`src/rtl/cpc_defs.svh`:
```
// Constants for the cursor position control block
`ifndef CPC_DEFS_SVH
`define CPC_DEFS_SVH

// ----------------------------------------------------------------------
// Widths
// ----------------------------------------------------------------------
`define CPC_CHAR_W        7
`define CPC_COL_W         7
`define CPC_ROW_W         5
`define CPC_DLY_W         23
`define CPC_SYNC_W        14

// ----------------------------------------------------------------------
// Counter limits and reset values
// ----------------------------------------------------------------------
`define CPC_COL_FIRST     7'h00
`define CPC_COL_LAST      7'h47
`define CPC_ROW_FIRST     5'h00
`define CPC_ROW_LAST      5'h18
`define CPC_SYNC_IDLE     14'h3fff

// ----------------------------------------------------------------------
// Character counter decodes that frame a step pulse
// ----------------------------------------------------------------------
`define CPC_STEP_START    7'h4c
`define CPC_STEP_END      7'h52

// ----------------------------------------------------------------------
// Timing (clock rate in Hz, delays in ms)
// ----------------------------------------------------------------------
`define CPC_CLK_HZ        10000000
`define CPC_DEBOUNCE_MS   10
`define CPC_REPEAT_MS     500
`define CPC_MS_CYCLES(ms) ((ms) * (`CPC_CLK_HZ / 1000))

`endif

```
`src/rtl/cpc_pkg.sv`:
```
// Types shared by the cursor position control block
`default_nettype none
package cpc_pkg;

	// Step pulse generator states
	typedef enum logic [1:0] {
		ST_IDLE,
		ST_PULSE,
		ST_HELD
	} cpc_step_e;

	// Arrow key conditioner states
	typedef enum logic [1:0] {
		K_OPEN,
		K_SETTLE,
		K_HELD,
		K_REPEAT
	} cpc_key_e;

endpackage
`default_nettype wire

```
`src/rtl/cpc_sync.sv`:
```
// Two flip-flop synchroniser for a group of asynchronous levels
`timescale 1ns/1ps
`default_nettype none
`include "cpc_defs.svh"

module cpc_sync (
	// Clock and reset
	input  wire logic                     ref_clk,
	input  wire logic                     rst,
	// Levels
	input  wire logic [`CPC_SYNC_W-1:0]   async_in,
	output logic      [`CPC_SYNC_W-1:0]   sync_out
);
	import cpc_pkg::*;

	logic [`CPC_SYNC_W-1:0] meta_reg;
	logic [`CPC_SYNC_W-1:0] meta_next;
	logic [`CPC_SYNC_W-1:0] hold_reg;
	logic [`CPC_SYNC_W-1:0] hold_next;

	always_comb begin
		meta_next = async_in;
		hold_next = meta_reg;
	end

	// Idle level is high for every command line
	always_ff @(posedge ref_clk) begin
		if (rst) begin
			meta_reg <= `CPC_SYNC_IDLE;
			hold_reg <= `CPC_SYNC_IDLE;
		end else begin
			meta_reg <= meta_next;
			hold_reg <= hold_next;
		end
	end

	assign sync_out = hold_reg;

endmodule
`default_nettype wire

```
`src/rtl/cpc_key_cond.sv`:
```
// Arrow key debounce and auto-repeat conditioner
`timescale 1ns/1ps
`default_nettype none
`include "cpc_defs.svh"

module cpc_key_cond (
	// Clock and reset
	input  wire logic                    ref_clk,
	input  wire logic                    rst,
	// Delays in cycles
	input  wire logic [`CPC_DLY_W-1:0]   settle_cycles,
	input  wire logic [`CPC_DLY_W-1:0]   onset_cycles,
	// Synchronised key and repeat clock
	input  wire logic                    key_n,
	input  wire logic                    repeat_tick,
	// Conditioned outputs
	output logic                         closed,
	output logic                         request
);
	import cpc_pkg::*;

	cpc_key_e               st_reg;
	cpc_key_e               st_next;
	logic [`CPC_DLY_W-1:0]  cnt_reg;
	logic [`CPC_DLY_W-1:0]  cnt_next;
	logic                   closed_reg;
	logic                   closed_next;
	logic                   req_reg;
	logic                   req_next;
	logic                   pressed;

	assign pressed = ~key_n;

	always_comb begin
		st_next  = st_reg;
		cnt_next = cnt_reg + `CPC_DLY_W'(1);
		unique case (st_reg)
			K_OPEN: begin
				cnt_next = '0;
				if (pressed) begin
					st_next = K_SETTLE;
				end
			end
			// Any bounce restarts the settling wait
			K_SETTLE: begin
				if (!pressed) begin
					st_next  = K_OPEN;
					cnt_next = '0;
				end else if (cnt_reg >= settle_cycles - `CPC_DLY_W'(1)) begin
					st_next  = K_HELD;
					cnt_next = '0;
				end
			end
			K_HELD: begin
				if (!pressed) begin
					st_next  = K_OPEN;
					cnt_next = '0;
				end else if (cnt_reg >= onset_cycles - `CPC_DLY_W'(1)) begin
					st_next  = K_REPEAT;
					cnt_next = '0;
				end
			end
			K_REPEAT: begin // RULE15
				cnt_next = '0;
				if (!pressed) begin
					st_next = K_OPEN;
				end
			end
		endcase
		closed_next = (st_next == K_HELD) || (st_next == K_REPEAT);
		req_next    = (st_next == K_HELD) || ((st_next == K_REPEAT) && repeat_tick);
	end

	always_ff @(posedge ref_clk) begin
		if (rst) begin
			st_reg     <= K_OPEN;
			cnt_reg    <= '0;
			closed_reg <= 1'b0;
			req_reg    <= 1'b0;
		end else begin
			st_reg     <= st_next;
			cnt_reg    <= cnt_next;
			closed_reg <= closed_next;
			req_reg    <= req_next;
		end
	end

	assign closed  = closed_reg;
	assign request = req_reg;
endmodule
`default_nettype wire

```
`src/rtl/cpc_top.sv`:
```
// Cursor column and row counters with host, key, return and home control
// How it works
// [RULE1] Column is a 72-position up/down counter; zero is first position.
// [RULE2] Row is an up/down counter spanning 25 display rows.
// [RULE3] Move-right steers the column up and applies exactly one step.
// [RULE4] Pending move becomes a pulse from character count 76 to 82.
// [RULE5] Column steps only while the step-permit input is high.
// [RULE6] Column zero decode passes steps when counting up.
// [RULE7] Acceptance latch sets at 82, clears on command release; tells host.
// [RULE8] Move-left steers the column down with the same pulse and path.
// [RULE9] Move-up decrements the row by exactly one.
// [RULE10] Row steps blocked at row zero while steering up.
// [RULE11] Row steps blocked at the last (25th) row while steering down.
// [RULE12] Move-down increments the row by one with the same timing.
// [RULE13] Arrow closures wait out a settling delay before requesting a move.
// [RULE14] Debounced key requests share the host command step generation.
// [RULE15] Held key past onset delay repeats at the 7.5 Hz input rate.
// [RULE16] Each arrow key has a closed indication back to the keyboard.
// [RULE17] Carriage return clears column, leaves row alone.
// [RULE18] Power-on reset, host home-up or home key clear both counters.
// [RULE19] Commands and keys idle high and are pulsed low to act.
// [RULE20] Asynchronous inputs are synchronised; delays are parameters.
`timescale 1ns/1ps
`default_nettype none
`include "cpc_defs.svh"

module cpc_top #(
	parameter int unsigned DEBOUNCE_CYCLES = `CPC_MS_CYCLES(`CPC_DEBOUNCE_MS),
	parameter int unsigned REPEAT_CYCLES   = `CPC_MS_CYCLES(`CPC_REPEAT_MS)
) (
	// Clock and reset
	input  wire logic                     ref_clk,
	input  wire logic                     rst,
	// Display character counter, same clock domain
	input  wire logic [`CPC_CHAR_W-1:0]   char_count,
	// Host decoded commands, active low
	input  wire logic                     host_right_n,
	input  wire logic                     host_left_n,
	input  wire logic                     host_up_n,
	input  wire logic                     host_down_n,
	input  wire logic                     host_return_n,
	input  wire logic                     host_home_n,
	// Keyboard closures, active low
	input  wire logic                     key_right_n,
	input  wire logic                     key_left_n,
	input  wire logic                     key_up_n,
	input  wire logic                     key_down_n,
	input  wire logic                     key_home_n,
	// Miscellaneous asynchronous levels
	input  wire logic                     power_on_n,
	input  wire logic                     step_permit,
	input  wire logic                     repeat_clk,
	// Cursor position
	output logic      [`CPC_COL_W-1:0]    cursor_col,
	output logic      [`CPC_ROW_W-1:0]    cursor_row,
	// Step pulses and host acceptance
	output logic                          col_pulse,
	output logic                          row_pulse,
	output logic                          cmd_accepted,
	// Arrow closed indications: right, left, up, down
	output logic      [3:0]               arrow_closed
);
	import cpc_pkg::*;

	// ------------------------------------------------------------------
	// Step generator next state, shared by column and row
	// ------------------------------------------------------------------
	function automatic cpc_step_e step_advance(
		input cpc_step_e                st,
		input logic                     pend,
		input logic [`CPC_CHAR_W-1:0]   cnt
	);
		cpc_step_e nx;
		nx = st;
		unique case (st)
			ST_IDLE: begin
				if (pend && (cnt == `CPC_STEP_START)) begin
					nx = ST_PULSE;
				end
			end
			ST_PULSE: begin
				if (cnt == `CPC_STEP_END) begin
					nx = ST_HELD;
				end
			end
			// No retrigger until the request goes away
			ST_HELD: begin
				if (!pend) begin
					nx = ST_IDLE;
				end
			end
			default: begin
				nx = ST_IDLE;
			end
		endcase
		return nx;
	endfunction

	// ------------------------------------------------------------------
	// Input synchronisation
	// ------------------------------------------------------------------
	logic [`CPC_SYNC_W-1:0] raw_in;
	logic [`CPC_SYNC_W-1:0] syn;

	assign raw_in = {repeat_clk, step_permit, power_on_n, key_home_n,
	                 key_down_n, key_up_n, key_left_n, key_right_n,
	                 host_home_n, host_return_n, host_down_n, host_up_n,
	                 host_left_n, host_right_n};

	cpc_sync u_sync ( // RULE20
		.ref_clk  (ref_clk),
		.rst      (rst),
		.async_in (raw_in),
		.sync_out (syn)
	);

	logic       h_right;
	logic       h_left;
	logic       h_up;
	logic       h_down;
	logic       h_return;
	logic       h_home;
	logic [3:0] k_n;
	logic       k_home;
	logic       por;
	logic       permit;
	logic       rep_tick;

	// Active low host, home key and power-on lines turned to active high requests
	always_comb begin
		h_right  = ~syn[0]; // RULE19
		h_left   = ~syn[1];
		h_up     = ~syn[2];
		h_down   = ~syn[3];
		h_return = ~syn[4];
		h_home   = ~syn[5];
		k_n      = syn[9:6];
		k_home   = ~syn[10];
		por      = ~syn[11];
		permit   = syn[12];
		rep_tick = syn[13];
	end

	// ------------------------------------------------------------------
	// Arrow key conditioning
	// ------------------------------------------------------------------
	logic [3:0] key_req;
	logic [3:0] key_closed;

	generate
		for (genvar i = 0; i < 4; i++) begin : g_key
			cpc_key_cond u_key ( // RULE13
				.ref_clk       (ref_clk),
				.rst           (rst),
				.settle_cycles (`CPC_DLY_W'(DEBOUNCE_CYCLES)),
				.onset_cycles  (`CPC_DLY_W'(REPEAT_CYCLES)),
				.key_n         (k_n[i]),
				.repeat_tick   (rep_tick),
				.closed        (key_closed[i]),
				.request       (key_req[i])
			);
		end
	endgenerate

	// ------------------------------------------------------------------
	// Request merge and steering
	// ------------------------------------------------------------------
	logic col_pend;
	logic col_up;
	logic row_pend;
	logic row_dec;
	logic clr_all;
	logic clr_col;

	always_comb begin
		// Keys feed the same generators as host commands
		col_pend = h_right | h_left | key_req[0] | key_req[1]; // RULE14
		row_pend = h_up | h_down | key_req[2] | key_req[3];    // RULE14
		col_up   = h_right | key_req[0];                       // RULE3 RULE8
		row_dec  = h_up | key_req[2];                          // RULE9 RULE12
		clr_all  = por | h_home | k_home;                      // RULE18
		clr_col  = clr_all | h_return;                         // RULE17
	end

	// ------------------------------------------------------------------
	// Step pulse generators
	// ------------------------------------------------------------------
	cpc_step_e col_st_reg;
	cpc_step_e col_st_next;
	cpc_step_e row_st_reg;
	cpc_step_e row_st_next;
	logic      col_pulse_reg;
	logic      col_pulse_next;
	logic      row_pulse_reg;
	logic      row_pulse_next;
	logic      accept_reg;
	logic      accept_next;
	logic      col_fire;
	logic      row_fire;

	always_comb begin
		col_st_next    = step_advance(col_st_reg, col_pend, char_count); // RULE4
		row_st_next    = step_advance(row_st_reg, row_pend, char_count); // RULE4
		col_fire       = (col_st_reg == ST_IDLE) && (col_st_next == ST_PULSE);
		row_fire       = (row_st_reg == ST_IDLE) && (row_st_next == ST_PULSE);
		col_pulse_next = (col_st_next == ST_PULSE);
		row_pulse_next = (row_st_next == ST_PULSE);
		accept_next    = (col_st_next == ST_HELD) || (row_st_next == ST_HELD); // RULE7
	end

	always_ff @(posedge ref_clk) begin
		if (rst) begin
			col_st_reg    <= ST_IDLE;
			row_st_reg    <= ST_IDLE;
			col_pulse_reg <= 1'b0;
			row_pulse_reg <= 1'b0;
			accept_reg    <= 1'b0;
		end else begin
			col_st_reg    <= col_st_next;
			row_st_reg    <= row_st_next;
			col_pulse_reg <= col_pulse_next;
			row_pulse_reg <= row_pulse_next;
			accept_reg    <= accept_next;
		end
	end

	// ------------------------------------------------------------------
	// Cursor counters
	// ------------------------------------------------------------------
	logic [`CPC_COL_W-1:0] col_reg;
	logic [`CPC_COL_W-1:0] col_next;
	logic [`CPC_ROW_W-1:0] row_reg;
	logic [`CPC_ROW_W-1:0] row_next;
	logic                  col_gate;
	logic                  row_gate;

	always_comb begin
		// Ends of travel hold instead of wrapping
		col_gate = permit && (col_up ? (col_reg != `CPC_COL_LAST)    // RULE5 RULE1
		                             : (col_reg != `CPC_COL_FIRST)); // RULE6
		row_gate = row_dec ? (row_reg != `CPC_ROW_FIRST)             // RULE10
		                   : (row_reg != `CPC_ROW_LAST);             // RULE11
		col_next = col_reg;
		row_next = row_reg;
		if (col_fire && col_gate) begin
			col_next = col_up ? col_reg + `CPC_COL_W'(1)   // RULE3
			                  : col_reg - `CPC_COL_W'(1);  // RULE8
		end
		if (row_fire && row_gate) begin
			row_next = row_dec ? row_reg - `CPC_ROW_W'(1)  // RULE9
			                   : row_reg + `CPC_ROW_W'(1); // RULE12
		end
		// Clears dominate any step in the same cycle
		if (clr_col) begin
			col_next = `CPC_COL_FIRST; // RULE17
		end
		if (clr_all) begin
			row_next = `CPC_ROW_FIRST; // RULE18
		end
	end

	always_ff @(posedge ref_clk) begin
		if (rst) begin
			col_reg <= `CPC_COL_FIRST; // RULE18
			row_reg <= `CPC_ROW_FIRST;
		end else begin
			col_reg <= col_next;
			row_reg <= row_next; // RULE2
		end
	end

	// ------------------------------------------------------------------
	// Key closed indications
	// ------------------------------------------------------------------
	logic [3:0] closed_reg;
	logic [3:0] closed_next;

	always_comb begin
		closed_next = key_closed; // RULE16
	end

	always_ff @(posedge ref_clk) begin
		if (rst) begin
			closed_reg <= 4'h0;
		end else begin
			closed_reg <= closed_next;
		end
	end

	assign cursor_col   = col_reg;
	assign cursor_row   = row_reg;
	assign col_pulse    = col_pulse_reg;
	assign row_pulse    = row_pulse_reg;
	assign cmd_accepted = accept_reg;
	assign arrow_closed = closed_reg;
endmodule
`default_nettype wire

```
`config.mk`:
```
export PLATFORM = sky130hd
export DESIGN_NAME = cpc_top
export DESIGN_NICKNAME = d
export VERILOG_FILES = /design/src/rtl/cpc_pkg.sv /design/src/rtl/cpc_sync.sv /design/src/rtl/cpc_key_cond.sv /design/src/rtl/cpc_top.sv
export VERILOG_INCLUDE_DIRS = /design/src /design/src/rtl
export SDC_FILE = /design/constraint.sdc
export NUM_CORES = 1
export LEC_CHECK = 0
export BUFFER_PORTS_ARGS = -buffer_cell sky130_fd_sc_hd__buf_4
export CAP_MARGIN = 20
export CORE_MARGIN = 8
export CORE_UTILIZATION = 30
export CTS_BUF_LIST = sky130_fd_sc_hd__clkbuf_16
export CTS_CLUSTER_DIAMETER = 60
export CTS_CLUSTER_SIZE = 10
export DETAILED_ROUTE_END_ITERATION = 10
export PLACE_DENSITY_LB_ADDON = 0.25
export SETUP_SLACK_MARGIN = 0.05
export SKIP_CTS_REPAIR_TIMING = 1
export SLEW_MARGIN = 30
export SYNTH_ARGS = -nofsm -noshare
export SYNTH_HDL_FRONTEND = slang
export SYNTH_SLANG_ARGS = --single-unit
```
`constraint.sdc`:
```
create_clock -name ref_clk -period 3 [get_ports ref_clk]
set_input_delay 0.6 -clock ref_clk [delete_from_list [all_inputs] [get_ports ref_clk]]
set_output_delay 0.6 -clock ref_clk [all_outputs]
set_load 0.01 [all_outputs]
```
==> metrics.md <==
| Metric | Value |
|---|---|
| Remaining Overflow, GRT | `0` |
| CTS Buf Count | `17` |
| Simple-gate share of the synthesized area | `0.226` |
| Max Transition Viols Final | `0` |
| CP Class | `reg2reg` |
| # DRC | `0` |
| Worst slew pin tran | `0.879 ns` |
| Max_slew headroom | `0.409` |
| Outcome | `finished, final reports clean` |
| F_max | `432 MHz` |
| Root buffer cell | `clkbuf_16` |
| Routability cong. | `0.770` |
| Final Hold Viols | `0` |
| Rows | `58` |
| Period utilization | `0.772` |
| Synth Warn # | `0` |
| CTS tree | `done` |
| Data arrival, critical path | `2.66 ns` |
| Clock skew | `0.0109 ns` |
| Syn nets | `855` |
| Seq pwr share | `0.497` |
| Antenna Nets Post-Route | `0` |
| CP max stage cell | `or4_1` |
| HP Class | `in2reg` |
| I/O Buffers | `41` |
| Initial antenna violation count | `0` |
| Net count, final | `885` |
| Initial Utilization | `0.302` |
| Largest net degree at the start of global routing | `34` |
| Combinational share of power | `0.024` |
| Die area | `30500 um^2` |
| WL/cell | `13.9 um` |
| Router iterations before antenna repair | `4` |
| Post-Synth XOR/XNOR Area | `0.103` |
| Vias in the first global route | `5772` |
| Main combinational cell family by area after synthesis | `simple AND/OR/NAND/NOR gates` |
| Post-synthesis cell type count | `64` |
| Post-DP HPWL | `11200 um` |
| Synth Area in Compound Gates | `0.171` |
| Post-synthesis mux area share | `0.0146` |
| Drt via density | `4.95` |
| Worst path max stage delay | `0.88 ns` |
| Clock-pin slew on the worst setup and hold paths | `0.07 ns` |
| Share of layout cells above drive strength 1 | `0.172` |
| First-pass GRT wire length | `28400 um` |
| Met2 Track Usage GR | `0.176` |
| Synthesized area per cell | `9.22 um^2` |
| Sequential fraction of the synthesis area | `0.422` |
| Final WS setup | `0.684 ns` |
| Cell Pwr Density | `494 nW/um^2` |
| Internal Pwr Total | `3330 uW` |
| DR iter-0 viols | `369` |
| P_sw | `974 uW` |
| Req. time, crit path | `3.34 ns` |
| Area Overhead vs Synth | `15.5%` |
| Global Route met1 Usage | `0.144` |
| Synthesized area | `7540 um^2` |
| Critical path's top delay family | `simple AND/OR/NAND/NOR gates` |
| Setup TNS | `0 ns` |
| ANT cells | `0` |
| EDFF count, synth | `0` |
| CTS H-tree lvls | `4` |
| Top cell type's share of synthesized area | `0.422` |
| Clk sinks | `159` |
| Core Footprint | `25000 um^2` |
| Die width | `175 um` |
| Critical-path cell list | `or3_1 -> nor4_1 -> o21ai_0 -> or4_1 -> a21boi_0` |
| Total of max-cap violations | `0` |
| Die height | `175 um` |
| GR Util met3 | `0.0236` |
| Crit. End Element | `flip-flop` |
| Maximum fanout along the worst path | `23` |
| Drt total wl | `16600 um` |
| CP Buf/Inv Count | `0` |
| Period minus WS final | `2.32 ns` |
| RSZ-0062 raised after global routing | `no` |
| Peak supply drop | `0.473 mV` |
| Largest register FFs | `92` |
| Clk_lat worst skew | `0.42 ns` |
| Synth Area in Adders | `0.0252` |
| Bufs on Longest Clock Path | `2` |
| Vias | `5885` |
| Sw Share | `0.226` |
| Main synth FF type | `dfxtp_1` |
| Yosys top cell by area | `dfxtp_1` |
| Global route hottest layer | `met2` |
| Gr usage total | `0.111` |
| Gate count after technology mapping | `818` |
| Async SR Flop Fraction | `0` |
| Startpoint Class | `flip-flop` |
| Clk pwr share | `0.479` |
| Most area-consuming cells after synthesis | `dfxtp_1, xor2_1, a21oi_1` |
| Final setup violation count | `0` |
| LEAKAGE | `0.00291 uW` |
| IO Count | `42` |
| #FFs+latches synth | `159` |
| Dpl ws | `0.624 ns` |
synth_stat cells, types with 7 or more instances:
cell	number
nor2_1	44
nand4_1	28
o21ai_0	16
xor2_1	55
dfxtp_1	159
nand3_1	38
and3_1	13
nand4b_1	9
a211oi_1	35
xnor2_1	34
ha_1	12
clkbuf_1	36
inv_1	18
mux2i_1	11
a211oi_2	20
nand2_1	43
a21oi_1	62
nor2b_1	7
nor3_1	21
and4_1	11
or2_2	37
nor4_1	14
placed cells by master, fill, tap and decap left out, types with 5 or more instances in the layout:
cell	netlist	layout
nand4b_1	9	9
a21oi_1	62	62
inv_6	0	5
a211oi_1	35	35
clkbuf_16	0	17
and4_1	11	11
mux2i_1	11	11
ha_1	12	12
and2_1	5	5
nand2b_1	6	6
nor3_1	21	21
a211oi_2	20	20
o21ai_0	16	16
dfxtp_1	159	159
nand4_1	28	28
or2_2	37	37
inv_1	18	18
nor4_1	14	14
buf_4	1	55
o211ai_1	5	5
nand3_1	38	38
a31oi_1	6	6
xor2_1	55	55
nor2b_1	7	7
xnor2_1	34	34
or3_1	6	6
nand2_1	43	43
and3_1	13	13
nor2_1	44	44
kinds of logic (layout without fill, tap and decap cells):
logic type	after synthesis	in the layout
AO/OA/AOI/OAI	181	181
XOR/XNOR	89	89
adder cells (fa/ha/maj)	14	14
buffers and inverters	62	104
flip-flops	159	159
multiplexers	11	11
AND/OR/NAND/NOR	302	302
area by class of cell:
type / count / area, um^2
multi-input combinational: 597 / 4080
tap: 330 / 413
sequential: 159 / 3180
fill: 2606 / 16300
clock inverter: 14 / 130
timing repair buffer: 55 / 413
clock buffer: 17 / 425
inverter: 18 / 67.6
layer usage:
metal  wire length [um]  vias to the layer above
li1                   -                     3050
met1               8250                     2731
met2               7530                       89
met3                518                       15
met4                254                        0
met5                  0                        -
path summary, 6_finish.rpt:
kind | start | to | slack, ns | cells after the start
max | g_key[3].u_key.cnt_reg[21] | g_key[3].u_key.cnt_reg[1] | 0.68 | 5
min | host_up_n | u_sync.hold_next[2] | 0.36 | 2
max reg2reg | g_key[3].u_key.cnt_reg[21] | g_key[3].u_key.cnt_reg[1] | 0.68 | 5
min reg2reg | u_sync.hold_next[4] | u_sync.sync_out[4] | 0.40 | 1
power by group through the flow:
stage / clock network [uW] / registers [uW] / logic [uW]
2_1_floorplan: 0 / 2180 / 65.6
3_3_place_gp: 0 / 2190 / 103
3_5_place_dp: 0 / 2180 / 103
4_1_cts: 2130 / 2140 / 104
5_1_grt: 2230 / 2140 / 115
6_report: 2060 / 2140 / 102
through the flow:
stage                util  hold WS, ns  instance area, um^2  cells  power, uW
finish              0.349        0.364                 8710   1190       4300
global route        0.349        0.338                 8710   1190       4480
CTS                 0.349        0.340                 8710   1190       4370
detailed placement  0.327        0.394                 8150   1159       2290
global placement    0.327        0.392                 8150   1159       2290
floorplan               -        0.389                 7540    818       2250
Note: power is estimated with default switching activity, not from simulation.
